<file path="src/logic/srt_consts.svh">
`ifndef SRT_CONSTS_SVH
`define SRT_CONSTS_SVH
// Byte address of the timing control register.
`define SRT_ADDR_TIMING 8'h00
// Byte address of the sticky event status register.
`define SRT_ADDR_STATUS 8'h04
// Byte address of the interrupt mask register.
`define SRT_ADDR_MASK 8'h08
// Field positions inside the timing control register.
`define SRT_TRC_LSB 8
`define SRT_TRC_MSB 10
`define SRT_CMD_DLY_BIT 11
`define SRT_PAR_EN_BIT 12
// Reset value of the timing control register.
`define SRT_TIMING_RST 32'h0000_0000
// Row cycle code 001 gives this many cycles plus one; each step adds one.
`define SRT_TRC_BASE 4'h3
// Status bits: parity error and reserved row cycle code seen.
`define SRT_ST_PERR 0
`define SRT_ST_RSVD 1
`endif

</file>
<file path="src/logic/srt_pkg.sv">
`default_nettype none
package srt_pkg;
	// Sequencer states of the row activate path.
	typedef enum logic [1:0] {
		SRT_IDLE,
		SRT_ADDR,
		SRT_WAIT
	} srt_state_t;
endpackage
`default_nettype wire

</file>
<file path="src/logic/srt_lane_par.sv">
`timescale 1ns/10ps
`default_nettype none
// Even parity for one byte lane, registered, with a mismatch flag.
module srt_lane_par (
	input wire logic sys_clk_in,
	input wire logic sys_rst_in,
	input wire logic [7:0] byte_in,
	input wire logic par_in,
	input wire logic check_in,
	output logic par_out,
	output logic err_out
);
	logic par_next;
	logic err_next;

	// Parity of the byte, and a mismatch only while a check is requested.
	always_comb begin
		par_next = ^byte_in;
		err_next = check_in & (par_next != par_in);
	end

	// Registering both keeps the pin and flag glitch free.
	always_ff @(posedge sys_clk_in) begin
		if (sys_rst_in) begin
			par_out <= 1'b0;
			err_out <= 1'b0;
		end else begin
			par_out <= par_next;
			err_out <= err_next;
		end
	end
endmodule // srt_lane_par
`default_nettype wire

</file>
<file path="src/logic/srt_timing_ctrl.sv">
// Behaviour
// - Keep at least row_cycle_time cycles between activates; codes 1..7 mean 4..10, reset 0.
// - Command drive delay set adds one cycle to the row cycle time.
// - Command delay bit: chip select same cycle as address, or one later.
// - Parity disabled by reset: parity pins released, no read check.
// - Parity enabled: drive parity pins on writes, check them on reads.
// - All counts run on the single controller clock.
//
// The register addresses and the Wishbone interface to the registers were left to the implementer.
`timescale 1ns/10ps
`default_nettype none
`include "srt_consts.svh"
module srt_timing_ctrl
	import srt_pkg::*;
(
	input wire logic sys_clk_in,
	input wire logic sys_rst_in,
	// Classic Wishbone slave.
	input wire logic wb_cyc_in,
	input wire logic wb_stb_in,
	input wire logic wb_we_in,
	input wire logic [7:0] wb_adr_in,
	input wire logic [3:0] wb_sel_in,
	input wire logic [31:0] wb_dat_in,
	output logic [31:0] wb_dat_out,
	output logic wb_ack_out,
	output logic irq_out,
	// Sequencer side: activate request and write/read data paths.
	input wire logic act_req_in,
	output logic act_ack_out,
	output logic cmd_valid_out,
	output logic cs_n_out,
	input wire logic wr_in,
	input wire logic rd_valid_in,
	input wire logic [31:0] data_in,
	// Parity pins as input, output and enable.
	input wire logic [3:0] parity_in,
	output logic [3:0] parity_out,
	output logic [3:0] parity_oe_out
);
	logic [31:0] timing_reg, timing_next;
	logic [1:0] status_reg, status_next;
	logic [1:0] mask_reg, mask_next;
	logic [31:0] rdat_reg, rdat_next;
	logic ack_reg, ack_next;
	logic irq_reg, irq_next;
	srt_state_t state_reg, state_next;
	logic [3:0] cnt_reg, cnt_next;
	logic act_ack_reg, act_ack_next;
	logic cmdv_reg, cmdv_next;
	logic cs_n_reg, cs_n_next;
	logic [3:0] oe_reg, oe_next;
	logic [3:0] par_gen;
	logic [3:0] par_err;
	logic [2:0] trc_code;
	logic cmd_dly;
	logic par_en;
	logic [3:0] trc_cycles;
	logic bus_req;
	logic perr_evt;
	logic rsvd_evt;

	assign trc_code = timing_reg[`SRT_TRC_MSB:`SRT_TRC_LSB];
	assign cmd_dly = timing_reg[`SRT_CMD_DLY_BIT];
	assign par_en = timing_reg[`SRT_PAR_EN_BIT];
	assign bus_req = wb_cyc_in & wb_stb_in & ~ack_reg;
	// Row cycle length plus the command delay stretch.
	assign trc_cycles = 4'(trc_code) + `SRT_TRC_BASE + 4'(cmd_dly);

	// One lane checker per byte, parity drawn per lane.
	// Lanes see zeros while parity is off, so the registered parity pins stay low then.
	genvar g;
	generate
		for (g = 0; g < 4; g++) begin : g_lane
			srt_lane_par u_lane (
				.sys_clk_in(sys_clk_in),
				.sys_rst_in(sys_rst_in),
				.byte_in(data_in[8*g+7:8*g] & {8{par_en}}),
				.par_in(parity_in[g]),
				.check_in(par_en & rd_valid_in),
				.par_out(par_gen[g]),
				.err_out(par_err[g])
			);
		end
	endgenerate

	assign perr_evt = |par_err;
	assign rsvd_evt = act_req_in & (trc_code == 3'h0);

	// Register file next values; a hardware set beats a write-one clear.
	always_comb begin
		timing_next = timing_reg;
		mask_next = mask_reg;
		status_next = status_reg;
		rdat_next = rdat_reg;
		ack_next = bus_req;
		if (bus_req && wb_we_in) begin
			if (wb_adr_in == `SRT_ADDR_TIMING) begin
				for (int i = 0; i < 4; i++) begin
					if (wb_sel_in[i]) begin
						timing_next[8*i+:8] = wb_dat_in[8*i+:8];
					end
				end
				timing_next[31:13] = 19'h0;
				timing_next[7:0] = 8'h00;
			end else if (wb_adr_in == `SRT_ADDR_STATUS) begin
				if (wb_sel_in[0]) begin
					status_next = status_reg & ~wb_dat_in[1:0];
				end
			end else if (wb_adr_in == `SRT_ADDR_MASK) begin
				if (wb_sel_in[0]) begin
					mask_next = wb_dat_in[1:0];
				end
			end
		end
		if (perr_evt) begin
			status_next[`SRT_ST_PERR] = 1'b1;
		end
		if (rsvd_evt) begin
			status_next[`SRT_ST_RSVD] = 1'b1;
		end
		if (bus_req && !wb_we_in) begin
			if (wb_adr_in == `SRT_ADDR_TIMING) begin
				rdat_next = timing_reg;
			end else if (wb_adr_in == `SRT_ADDR_STATUS) begin
				rdat_next = {30'h0, status_reg};
			end else if (wb_adr_in == `SRT_ADDR_MASK) begin
				rdat_next = {30'h0, mask_reg};
			end else begin
				rdat_next = 32'h0; // Unmapped reads answer zero.
			end
		end
		irq_next = |(status_next & mask_next);
	end

	// Register file storage.
	always_ff @(posedge sys_clk_in) begin
		if (sys_rst_in) begin
			timing_reg <= `SRT_TIMING_RST;
			status_reg <= 2'h0;
			mask_reg <= 2'h0;
			rdat_reg <= 32'h0;
			ack_reg <= 1'b0;
			irq_reg <= 1'b0;
		end else begin
			timing_reg <= timing_next;
			status_reg <= status_next;
			mask_reg <= mask_next;
			rdat_reg <= rdat_next;
			ack_reg <= ack_next;
			irq_reg <= irq_next;
		end
	end

	// Activate sequencer: address valid, optional chip select delay, then wait.
	// A reserved code is refused, since no legal spacing exists for it.
	always_comb begin
		state_next = state_reg;
		cnt_next = cnt_reg;
		act_ack_next = 1'b0;
		cmdv_next = 1'b0;
		cs_n_next = 1'b1;
		case (state_reg)
			SRT_IDLE: begin
				if (act_req_in && trc_code != 3'h0) begin
					cmdv_next = 1'b1;
					cnt_next = trc_cycles - 4'h1;
					if (cmd_dly) begin
						state_next = SRT_ADDR;
					end else begin
						cs_n_next = 1'b0;
						act_ack_next = 1'b1;
						state_next = SRT_WAIT;
					end
				end
			end
			SRT_ADDR: begin
				cmdv_next = 1'b1;
				cs_n_next = 1'b0;
				act_ack_next = 1'b1;
				cnt_next = cnt_reg - 4'h1;
				state_next = SRT_WAIT;
			end
			SRT_WAIT: begin
				if (cnt_reg <= 4'h1) begin
					state_next = SRT_IDLE;
				end else begin
					cnt_next = cnt_reg - 4'h1;
				end
			end
			default: begin
				state_next = SRT_IDLE;
			end
		endcase
	end

	// Sequencer registers.
	always_ff @(posedge sys_clk_in) begin
		if (sys_rst_in) begin
			state_reg <= SRT_IDLE;
			cnt_reg <= 4'h0;
			act_ack_reg <= 1'b0;
			cmdv_reg <= 1'b0;
			cs_n_reg <= 1'b1;
		end else begin
			state_reg <= state_next;
			cnt_reg <= cnt_next;
			act_ack_reg <= act_ack_next;
			cmdv_reg <= cmdv_next;
			cs_n_reg <= cs_n_next;
		end
	end

	// Parity pins driven only on enabled writes, aligned with lane parity.
	always_comb begin
		oe_next = {4{par_en & wr_in}};
	end

	// Output enable register, one cycle after the write level like the lane parity.
	always_ff @(posedge sys_clk_in) begin
		if (sys_rst_in) begin
			oe_reg <= 4'h0;
		end else begin
			oe_reg <= oe_next;
		end
	end

	assign wb_dat_out = rdat_reg;
	assign wb_ack_out = ack_reg;
	assign irq_out = irq_reg;
	assign act_ack_out = act_ack_reg;
	assign cmd_valid_out = cmdv_reg;
	assign cs_n_out = cs_n_reg;
	assign parity_out = par_gen;
	assign parity_oe_out = oe_reg;
endmodule // srt_timing_ctrl
`default_nettype wire

</file>
<file path="config.mk">
export PLATFORM = sky130hd
export DESIGN_NAME = srt_timing_ctrl
export DESIGN_NICKNAME = d
export VERILOG_FILES = /design/src/logic/srt_pkg.sv /design/src/logic/srt_lane_par.sv /design/src/logic/srt_timing_ctrl.sv
export VERILOG_INCLUDE_DIRS = /design/src /design/src/logic
export SDC_FILE = /design/constraint.sdc
export NUM_CORES = 1
export LEC_CHECK = 0
export BUFFER_PORTS_ARGS = -buffer_cell sky130_fd_sc_hd__buf_2
export CAP_MARGIN = 20
export CORE_AREA = 2 2 65 92
export CTS_BUF_LIST = sky130_fd_sc_hd__clkbuf_16
export DETAILED_ROUTE_END_ITERATION = 8
export DIE_AREA = 0 0 67 94
export PLACE_DENSITY = 0.91
export SLEW_MARGIN = 5
export SYNTH_ARGS = -nofsm -noshare
export SYNTH_HDL_FRONTEND = slang
export SYNTH_HIERARCHICAL = 1
export SYNTH_SLANG_ARGS = --single-unit
</file>
<file path="constraint.sdc">
create_clock -name sys_clk_in -period 1.75 [get_ports sys_clk_in]
set_input_delay 0 -clock sys_clk_in [delete_from_list [all_inputs] [get_ports sys_clk_in]]
set_output_delay 0 -clock sys_clk_in [all_outputs]
set_load 0.02 [all_outputs]
</file>
=== Word-level counts from Yosys, hierarchy flattened ===
Cells that the tools add are included.

* Bitwise gates (word level): 17
* Mux-type cells: 29
* Reductions and logical operators: 18
* Magnitude comparators: 1
* Add/sub/neg operators: 4
* Equality and inequality tests: 11

{| class="wikitable"
|+ Operator list
! cell !! count
|-
| 8-bit AND || 4
|-
| 8-bit parity || 4
|-
| 2-bit two-way mux || 14
|-
| 13-bit two-way mux || 1
|-
| 4-bit case mux with 3 select lines || 1
|-
| 1-bit AND || 9
|-
| 8-bit by 3-bit equality test with 1-bit output, second input constant || 1
|-
| 8-bit by 4-bit equality test with 1-bit output, second input constant || 1
|-
| 8-bit zero test || 1
|-
| 4-bit two-way mux || 2
|-
| 4-bit by 1-bit subtractor with 4-bit output, second input constant || 2
|-
| 1-bit two-way mux || 7
|-
| 2-bit inequality test, second input constant || 3
|-
| 1-bit case mux with 2 select lines || 3
|-
| 2-bit case mux with 3 select lines || 1
|-
| 3-bit AND reduction || 2
|-
| 3-bit nonzero test || 2
|-
| 3-bit by 2-bit adder with 4-bit output, second input constant || 1
|-
| 4-bit by 1-bit adder with 4-bit output || 1
|-
| 2-bit AND || 2
|-
| 4-bit by 1-bit less-or-equal comparator with 1-bit output, second input constant || 1
|-
| 1-bit inequality test || 4
|-
| 4-bit OR reduction || 1
|-
| 1-bit logical AND || 3
|-
| other kinds (9) || 9
|}

* Bits in registers: 61

=== Depth between registers and ports, before layout ===
Gate-level depths: netlist of run 1.

* Depth after elaboration: 9
* Depth in mapped cells: 7
* Depth with buffers taken out: 7

=== Modules after synthesis ===
The synthesis of run 1 kept the hierarchy.

{| class="wikitable"
|+ Modules (own cells, without submodules)
! module !! area an instance (um^2) !! cells an instance !! seq. area each (um^2) !! instances
|-
| srt_timing_ctrl || 1855.5 || 221 || 560.5 || 1
|-
| srt_lane_par || 131.4 || 13 || 40.0 || 4
|}

=== Least setup slack after synthesis of run 1 ===
Ideal clock, no wire load.

* Path kind: register -> register
* From: register cnt_reg[0]
* To: register cnt_reg[0]
* Clock period less this slack: 1.586 ns
* Setup time: 0.088 ns
* Required time: 1.662 ns
* Arrival time: 1.498 ns
* Buffers on the path: 0
* Stages on the path, launching flop included: 7
* Setup slack: 0.164 ns
* Cell sequence: dfxtp_1 inv_1 ha_1 nor2_1 and3b_1 o31a_1 a311oi_2

* Cells in the longest elaborated chain, start to end: 3

{| class="wikitable"
|+ RTL lines
! element !! line !! RTL
|-
| start, declared || srt_timing_ctrl.sv:48 || <nowiki>logic [3:0] cnt_reg, cnt_next;</nowiki>
|-
| start signal, assigned || srt_timing_ctrl.sv:207 || <nowiki>cnt_reg <= cnt_next;</nowiki>
|-
| 4-bit by 1-bit subtractor with 4-bit output or 4-bit by 1-bit less-or-equal comparator with 1-bit output (tied branches) || srt_timing_ctrl.sv:181, srt_timing_ctrl.sv:188, srt_timing_ctrl.sv:185 ||
|-
| 4-bit two-way mux or 2-bit inequality test (tied branches) || n/a ||
|-
| 4-bit case mux with 3 select lines or 3-bit AND reduction (tied branches) || n/a ||
|}

Several ways; a longest one is shown, not always the timed one. The select of a mux whose other input is x is not followed.
A chain may end at the register's enable or synchronous reset.

=== Worst setup path after layout of run 1 ===
* From: register cnt_reg[1]
* To: register cnt_reg[0]

* Cells in the longest elaborated chain, start to end: 3

{| class="wikitable"
|+ RTL lines
! element !! line !! RTL
|-
| 4-bit by 1-bit less-or-equal comparator with 1-bit output || srt_timing_ctrl.sv:185 || <nowiki>if (cnt_reg <= 4'h1) begin</nowiki>
|-
| 2-bit inequality test (no source line) || n/a ||
|-
| 3-bit AND reduction (no source line) || n/a ||
|}

Every way passes these cells.

==> results.sh, run 1 <==
export IMPL_synth_edf_count=0
export IMPL_multiInputGateArea_sq_mm=0.001478
export IMPL_fin_crit_sh_pct=94.08
export IMPL_die_h_um=94
export IMPL_setup_slack_ns=0.1036
export IMPL_ff_latch_area_sq_um=720.7
export IMPL_placed_area_sq_mm=0.002761
export IMPL_grt_pass1_wl_mm=8.217
export IMPL_drtIter0Drc=105
export IMPL_start_kind="register"
export IMPL_cp_required_ns=1.94
export IMPL_synth_xor_area_share_pct=11.04
export IMPL_ff2ff_path_depth=6
export IMPL_clock_latency_ns=0.28
export IMPL_r2r_start="cnt_reg[1]"
export IMPL_yosysTopAreaCellShare_pct=30.27
export IMPL_setup_viol=0
export IMPL_vias=2114
export IMPL_end_kind="register"
export IMPL_layout_commonest_cell="buf_2"
export IMPL_power_leakage_uw=0.001393
export IMPL_yosys_warnings=6
export IMPL_place_ws_ns=0.09822
export IMPL_drv_slew=0
export IMPL_cts_htree_levels=2
export IMPL_diodes=0
export IMPL_synth_top_family_by_area="simple AND/OR/NAND/NOR gates"
export IMPL_synth_compound_area_share_pct=10.19
export IMPL_synth_cell_type_count=46
export IMPL_grtUsageTotal_pct=16.76
export IMPL_hold_violations=0
export IMPL_arrival_ns=1.83
export IMPL_cts_tree="yes"
export IMPL_syn2layout_area_growth_pct=25.49
export IMPL_hold_depth=3
export IMPL_regToRegSetupSlack_ns=0.10
export IMPL_rr_endpoint="cnt_reg[0]"
export IMPL_synth_avg_cell_area_sq_um=8.722
export IMPL_synth_area_sq_mm=0.002381
export IMPL_rows=32
export IMPL_tns_ns=0
export IMPL_wl_per_cell_um=11.52
export IMPL_yosysSeqAreaShare_pct=30.27
export IMPL_min_to="g_lane[2].u_lane/err_out"
export IMPL_drt_wl_total_mm=4.931
export IMPL_routed_via_density=4.939
export IMPL_largest_reg_flops=7
export IMPL_gp_congestion=0.8704
export IMPL_synth_fa_ha_area_share_pct=4.204
export IMPL_fill_cells=508
export IMPL_ys_top_cells_by_area="dfxtp_1 (30%), xnor2_1 (11%), and2_1 (9.2%)"
export IMPL_cts_root_buf="clkbuf_16"
export IMPL_power_density_mw_per_mm2=665.0
export IMPL_ir_worst_vdd_uv=369.6
export IMPL_async_reset_ff_share_pct=0
export IMPL_fin_worst_skew_ns=0.002480
export IMPL_syn_inst=273
export IMPL_synth_simple_area_share_pct=27.12
export IMPL_crit_path_max_fanout=4
export IMPL_fin_nets=455
export IMPL_pin_count=133
export IMPL_min_from="parity_in[2]"
export IMPL_post_cts_buffers=0
export IMPL_synth_seq_cells=36
export IMPL_dr_pass1_iters=4
export IMPL_ant_nets=0
export IMPL_final_cell_area_sq_mm=0.002988
export IMPL_grt_pass1_vias=2056
export IMPL_drcViolationCount=0
export IMPL_antenna_found_initial=0
export IMPL_synthMuxAreaShare_pct=5.465
export IMPL_core_area_sq_mm=0.005445
export IMPL_dp_hpwl_mm=3.945
export IMPL_start_util_pct=43.73
export IMPL_grt_start_max_net_pins=37
export IMPL_cts_path_max_buffers=2
export IMPL_cts_buffers=5
export IMPL_die_area_sq_mm=0.006298
export IMPL_dp_cells=414
export IMPL_final_layout_size_suffix_gt1_share_pct=28.89
export IMPL_fmax_mhz=607.4
export IMPL_die_w_um=67
export IMPL_layout_cells_non_filler=428
export IMPL_status="finished clean"
export IMPL_synth_flop_cell="dfxtp_1"
export IMPL_gr_total_overflow=0
export IMPL_fin_crit_ns=1.646
export IMPL_clkTransAtPathRegs_ns=0.05
export IMPL_hp_class="input pin to register"
export IMPL_maxCapViolCount=0
export IMPL_final_cell_mix="buf_2 (80), dfxtp_1 (36), and2_1 (35), xnor2_1 (29), conb_1 (25)"
export IMPL_synth_top_area_cell="dfxtp_1"
export IMPL_io_buffers=80
export IMPL_clkSinkCount=36
export IMPL_critical_path_class="register to register"
area by class of cell:
type	count	share of cell area (%)
flip-flops and latches	36	24.12
inverters	10	1.256
multi-input cells	216	49.46
clock buffers	5	4.188
repair buffers	90	16.83
well taps	68	2.848
clock inverters	3	1.298
timing repair:
item / in CTS / in global routing
hold buffers: 6 / 0
gates resized for setup: 0 / 1
hold endpoints to repair: 6 / 0
endpoints found under the setup margin: 0 / 1
cells in the mapped netlist (3+ instances only):
cell / count
a21oi_1: 9
a22oi_1: 7
and2_1: 35
buf_4: 28
clkbuf_1: 6
dfxtp_1: 36
ha_1: 8
inv_1: 10
mux2i_1: 13
nand2_1: 10
nand2b_1: 4
nand3_1: 3
nand3b_1: 5
nor2_1: 25
o21ai_0: 5
or3b_2: 4
xnor2_1: 29
metrics by stage:
stage | util [%] | power [uW] | hold slack (ns)
final | 54.87 | 1987 | 0.006715
after global routing | 54.87 | 2058 | 0.01753
after CTS | 54.83 | 2014 | 0.0006810
after detailed placement | 50.71 | 1015 | 0.2376
after global placement | 50.71 | 1011 | 0.2281
after floorplan | - | 972.5 | 0.07238
power breakdown:
part | internal [uW] | total [uW] | switching, uW
registers | 824 | 826 | 2.19
logic | 75.5 | 184 | 109
clock network | 663 | 977 | 314
worst max-delay path, stage by stage, from the launching register on:
cell and delay (ns):
dfxtp_1 0.36, inv_1 0.07, ha_1 0.21, nor2_2 0.16, and3b_1 0.22, o31a_1 0.30
a311oi_2 0.23
per-layer routing:
layer	GRT usage (%)	part of all wire [%]	vias up
met5	0	0	-
met4	6.973	2.1	0
met3	4.077	6.0	8
met2	33.33	56	86
met1	15.28	36	978
li1	-	-	1042
how the worst max path moves through the flow:
stage	start	to	slack (ns)	depth (start not counted)
6_report	cnt_reg[1]	cnt_reg[0]	0.10	6
5_1_grt	cnt_reg[1]	cnt_reg[0]	-0.002	6
4_1_cts	cnt_reg[1]	cnt_reg[0]	0.1	6
3_5_place_dp	cnt_reg[1]	cnt_reg[0]	0.1	6
3_3_place_gp	cnt_reg[1]	cnt_reg[0]	0.16	6
2_1_floorplan	cnt_reg[0]	cnt_reg[0]	0.16	6
cell families after synthesis:
kind of cell / Yosys count
and+or+nand+nor: 107
buffers and inverters: 45
DFF: 36
AOI/OAI and AO/OA: 33
xor gates and xnor gates: 30
muxes: 13
adders and majority gates: 8
other: 1
Note: power is estimated with default switching activity, not from simulation.
==> run 2: changes to the inputs <==
--- a/config.mk
+++ b/config.mk
@@ -6,12 +6,13 @@
 export SDC_FILE = /design/constraint.sdc
 export NUM_CORES = 1
 export LEC_CHECK = 0
+export ABC_AREA = 1
 export BUFFER_PORTS_ARGS = -buffer_cell sky130_fd_sc_hd__buf_2
 export CAP_MARGIN = 20
-export CORE_AREA = 2 2 65 92
+export CORE_AREA = 2 2 71 99
 export CTS_BUF_LIST = sky130_fd_sc_hd__clkbuf_16
 export DETAILED_ROUTE_END_ITERATION = 8
-export DIE_AREA = 0 0 67 94
+export DIE_AREA = 0 0 73 101
 export PLACE_DENSITY = 0.91
 export SLEW_MARGIN = 5
 export SYNTH_ARGS = -nofsm -noshare
==> run 2 against run 1 <==
  * Sequential power grew 17%
  * Clock power is essentially flat
  * First-iteration DRC count grew 6.7%
  * Global-route usage grew 1.1 points
  * Hold slack lost 0.0027 ns
  * Largest cell class unchanged
==> results.sh, run 2 <==
export IMPL_fin_crit_ns=1.492
export IMPL_yosysTopAreaCellShare_pct=29.54
export IMPL_core_area_sq_mm=0.006525
export IMPL_regToRegSetupSlack_ns=0.26
export IMPL_gp_congestion=0.8353
export IMPL_layout_commonest_cell="nand2_1"
export IMPL_setup_slack_ns=0.2581
export IMPL_cp_required_ns=1.90
export IMPL_gr_total_overflow=0
export IMPL_clkTransAtPathRegs_ns=0.05
export IMPL_ctsResizeCount=0
export IMPL_setup_viol=0
export IMPL_io_buffers=80
export IMPL_power_leakage_uw=0.002143
export IMPL_fin_nets=713
export IMPL_grt_pass1_wl_mm=10.67
export IMPL_synthMostInstantiatedCell="nand2_1"
export IMPL_synth_top_area_cell="nand2_1"
export IMPL_power_density_mw_per_mm2=790.0
export IMPL_clkSinkCount=36
export IMPL_ys_top_cells_by_area="nand2_1 (30%), dfxtp_1 (24%), inv_1 (11%)"
export IMPL_grt_pass1_vias=2861
export IMPL_critical_path_slowest_cell="dfxtp_1"
export IMPL_worstPathCellList="inv_1 > ha_1 > or2_1 > nand3_1 > nand3_4 > inv_2 > nand2_1 > o21ai_1 > nor2_1"
export IMPL_synth_avg_cell_area_sq_um=5.632
export IMPL_critical_path_class="register to register"
export IMPL_final_cell_mix="nand2_1 (238), inv_1 (91), buf_2 (80), dfxtp_1 (36)"
export IMPL_relSlewSlack_pct=63.63
export IMPL_status="finished clean"
export IMPL_synth_cell_type_count=31
export IMPL_crit_path_max_fanout=6
export IMPL_yosysSeqAreaShare_pct=23.83
export IMPL_synth_edf_count=0
export IMPL_rsz0062_at_grt="false"
export IMPL_vias=3180
export IMPL_dp_hpwl_mm=5.246
export IMPL_synth_seq_cells=36
export IMPL_maxCapViolCount=0
export IMPL_async_reset_ff_share_pct=0
export IMPL_cts_buffers=5
export IMPL_synth_area_sq_mm=0.003024
export IMPL_synth_flop_cell="dfxtp_1"
export IMPL_syn2layout_area_growth_pct=17.75
export IMPL_cts_path_max_buffers=2
export IMPL_cts_root_buf="clkbuf_16"
export IMPL_drt_wl_total_mm=6.382
export IMPL_start_kind="register"
export IMPL_cts_htree_levels=2
export IMPL_yosys_warnings=6
export IMPL_routed_via_density=4.595
export IMPL_cts_tree="yes"
export IMPL_fill_cells=645
export IMPL_drcViolationCount=0
export IMPL_drv_slew=0
export IMPL_arrival_ns=1.64
export IMPL_syn_inst=537
export IMPL_place_ws_ns=0.2742
export IMPL_end_kind="register"
export IMPL_hp_class="input pin to register"
export IMPL_die_area_sq_mm=0.007373
export IMPL_ir_worst_vdd_uv=382.7
export IMPL_die_h_um=101
export IMPL_final_layout_size_suffix_gt1_share_pct=21.36
export IMPL_tns_ns=0
export IMPL_pin_count=133
export IMPL_drtIter0Drc=112
export IMPL_dr_pass1_iters=5
export IMPL_largest_reg_flops=7
export IMPL_die_w_um=73
export IMPL_antenna_found_initial=0
export IMPL_grt_start_max_net_pins=26
export IMPL_fin_worst_skew_ns=0.003139
export IMPL_rows=35
export IMPL_fmax_mhz=670.3
export IMPL_synthTopCellsByCount="nand2_1 (238), inv_1 (90), dfxtp_1 (36)"
export IMPL_diodes=0
export IMPL_start_util_pct=46.35
export IMPL_slowest_delay_ns=0.34
export IMPL_wl_per_cell_um=9.223
export IMPL_tightest_slew_ns=0.5406
export IMPL_clock_latency_ns=0.28
export IMPL_hold_violations=0
export IMPL_ant_nets=0
export IMPL_fin_crit_sh_pct=85.25
export IMPL_grtUsageTotal_pct=17.89
[run 2: final cells by class]
type / count / area (sq um) / share of cell area [%]
Clock buffer: 5 / 125.1 / 3.514
Clock inverter: 3 / 38.79 / 1.089
Inverter: 104 / 390.4 / 10.96
Multi-Input combinational cell: 386 / 1758 / 49.37
Sequential cell: 36 / 720.7 / 20.24
Tap cell: 74 / 92.59 / 2.600
Timing Repair Buffer: 84 / 435.4 / 12.23
[run 2: final timing paths]
kind	startpoint	endpoint	cells after the start
min	parity_in[1]	g_lane[1].u_lane/err_out	4
min reg2reg	wb_dat_out[9]	wb_dat_out[9]	2
max	cnt_reg[0]	cnt_reg[3]	9
max reg2reg	cnt_reg[0]	cnt_reg[3]	9
[run 2: cell families after synthesis]
logic type	share of synthesized area, %
buffers and inverters	21.02
DFF	23.83
AOI/OAI and AO/OA	7.530
and+or+nand+nor	43.28
xor gates and xnor gates	0.5793
other	0.1240
adders and majority gates	3.310
muxes	0.3310
[run 2: stage by stage]
step           power (uW)  instances  area [sq um]  hold WS, ns  util, %
2_1_floorplan        1668        561          3114      0.06907        -
6_report             2813        692          3561     0.004050    54.57
4_1_cts              2834        692          3561     0.002500    54.57
3_5_place_dp         1843        682          3377       0.2391    51.75
3_3_place_gp         1804        682          3377       0.2308    51.75
5_1_grt              3001        692          3561      0.01454    54.57
[run 2: worst max-delay path, delay by kind of cell, from the launching register on]
family / cells / cell delay [ns]
AO/OA/AOI/OAI: 1 / 0.08
adder cells (fa/ha/maj): 1 / 0.21
buffers and inverters: 2 / 0.15
flip-flops: 1 / 0.34
AND/OR/NAND/NOR: 5 / 0.58
[run 2: timing repair]
action / in CTS / in global routing
hold buffers: 2 / 0
endpoints found under the hold margin: 2 / 0
setup endpoints to repair: 0 / 0
buffers inserted: 0 / 0
[run 2: report_power, final]
part	internal, uW	switching, uW
logic	331	540
clock network	663	315
registers	907	57.5
total	1900	912
[run 2: layer usage]
metal / GRT usage, % / wire length [um]
met3: 2.800 / 345
met5: 0 / 0
met2: 35.27 / 3404
met4: 8.689 / 134
met1: 17.19 / 2497
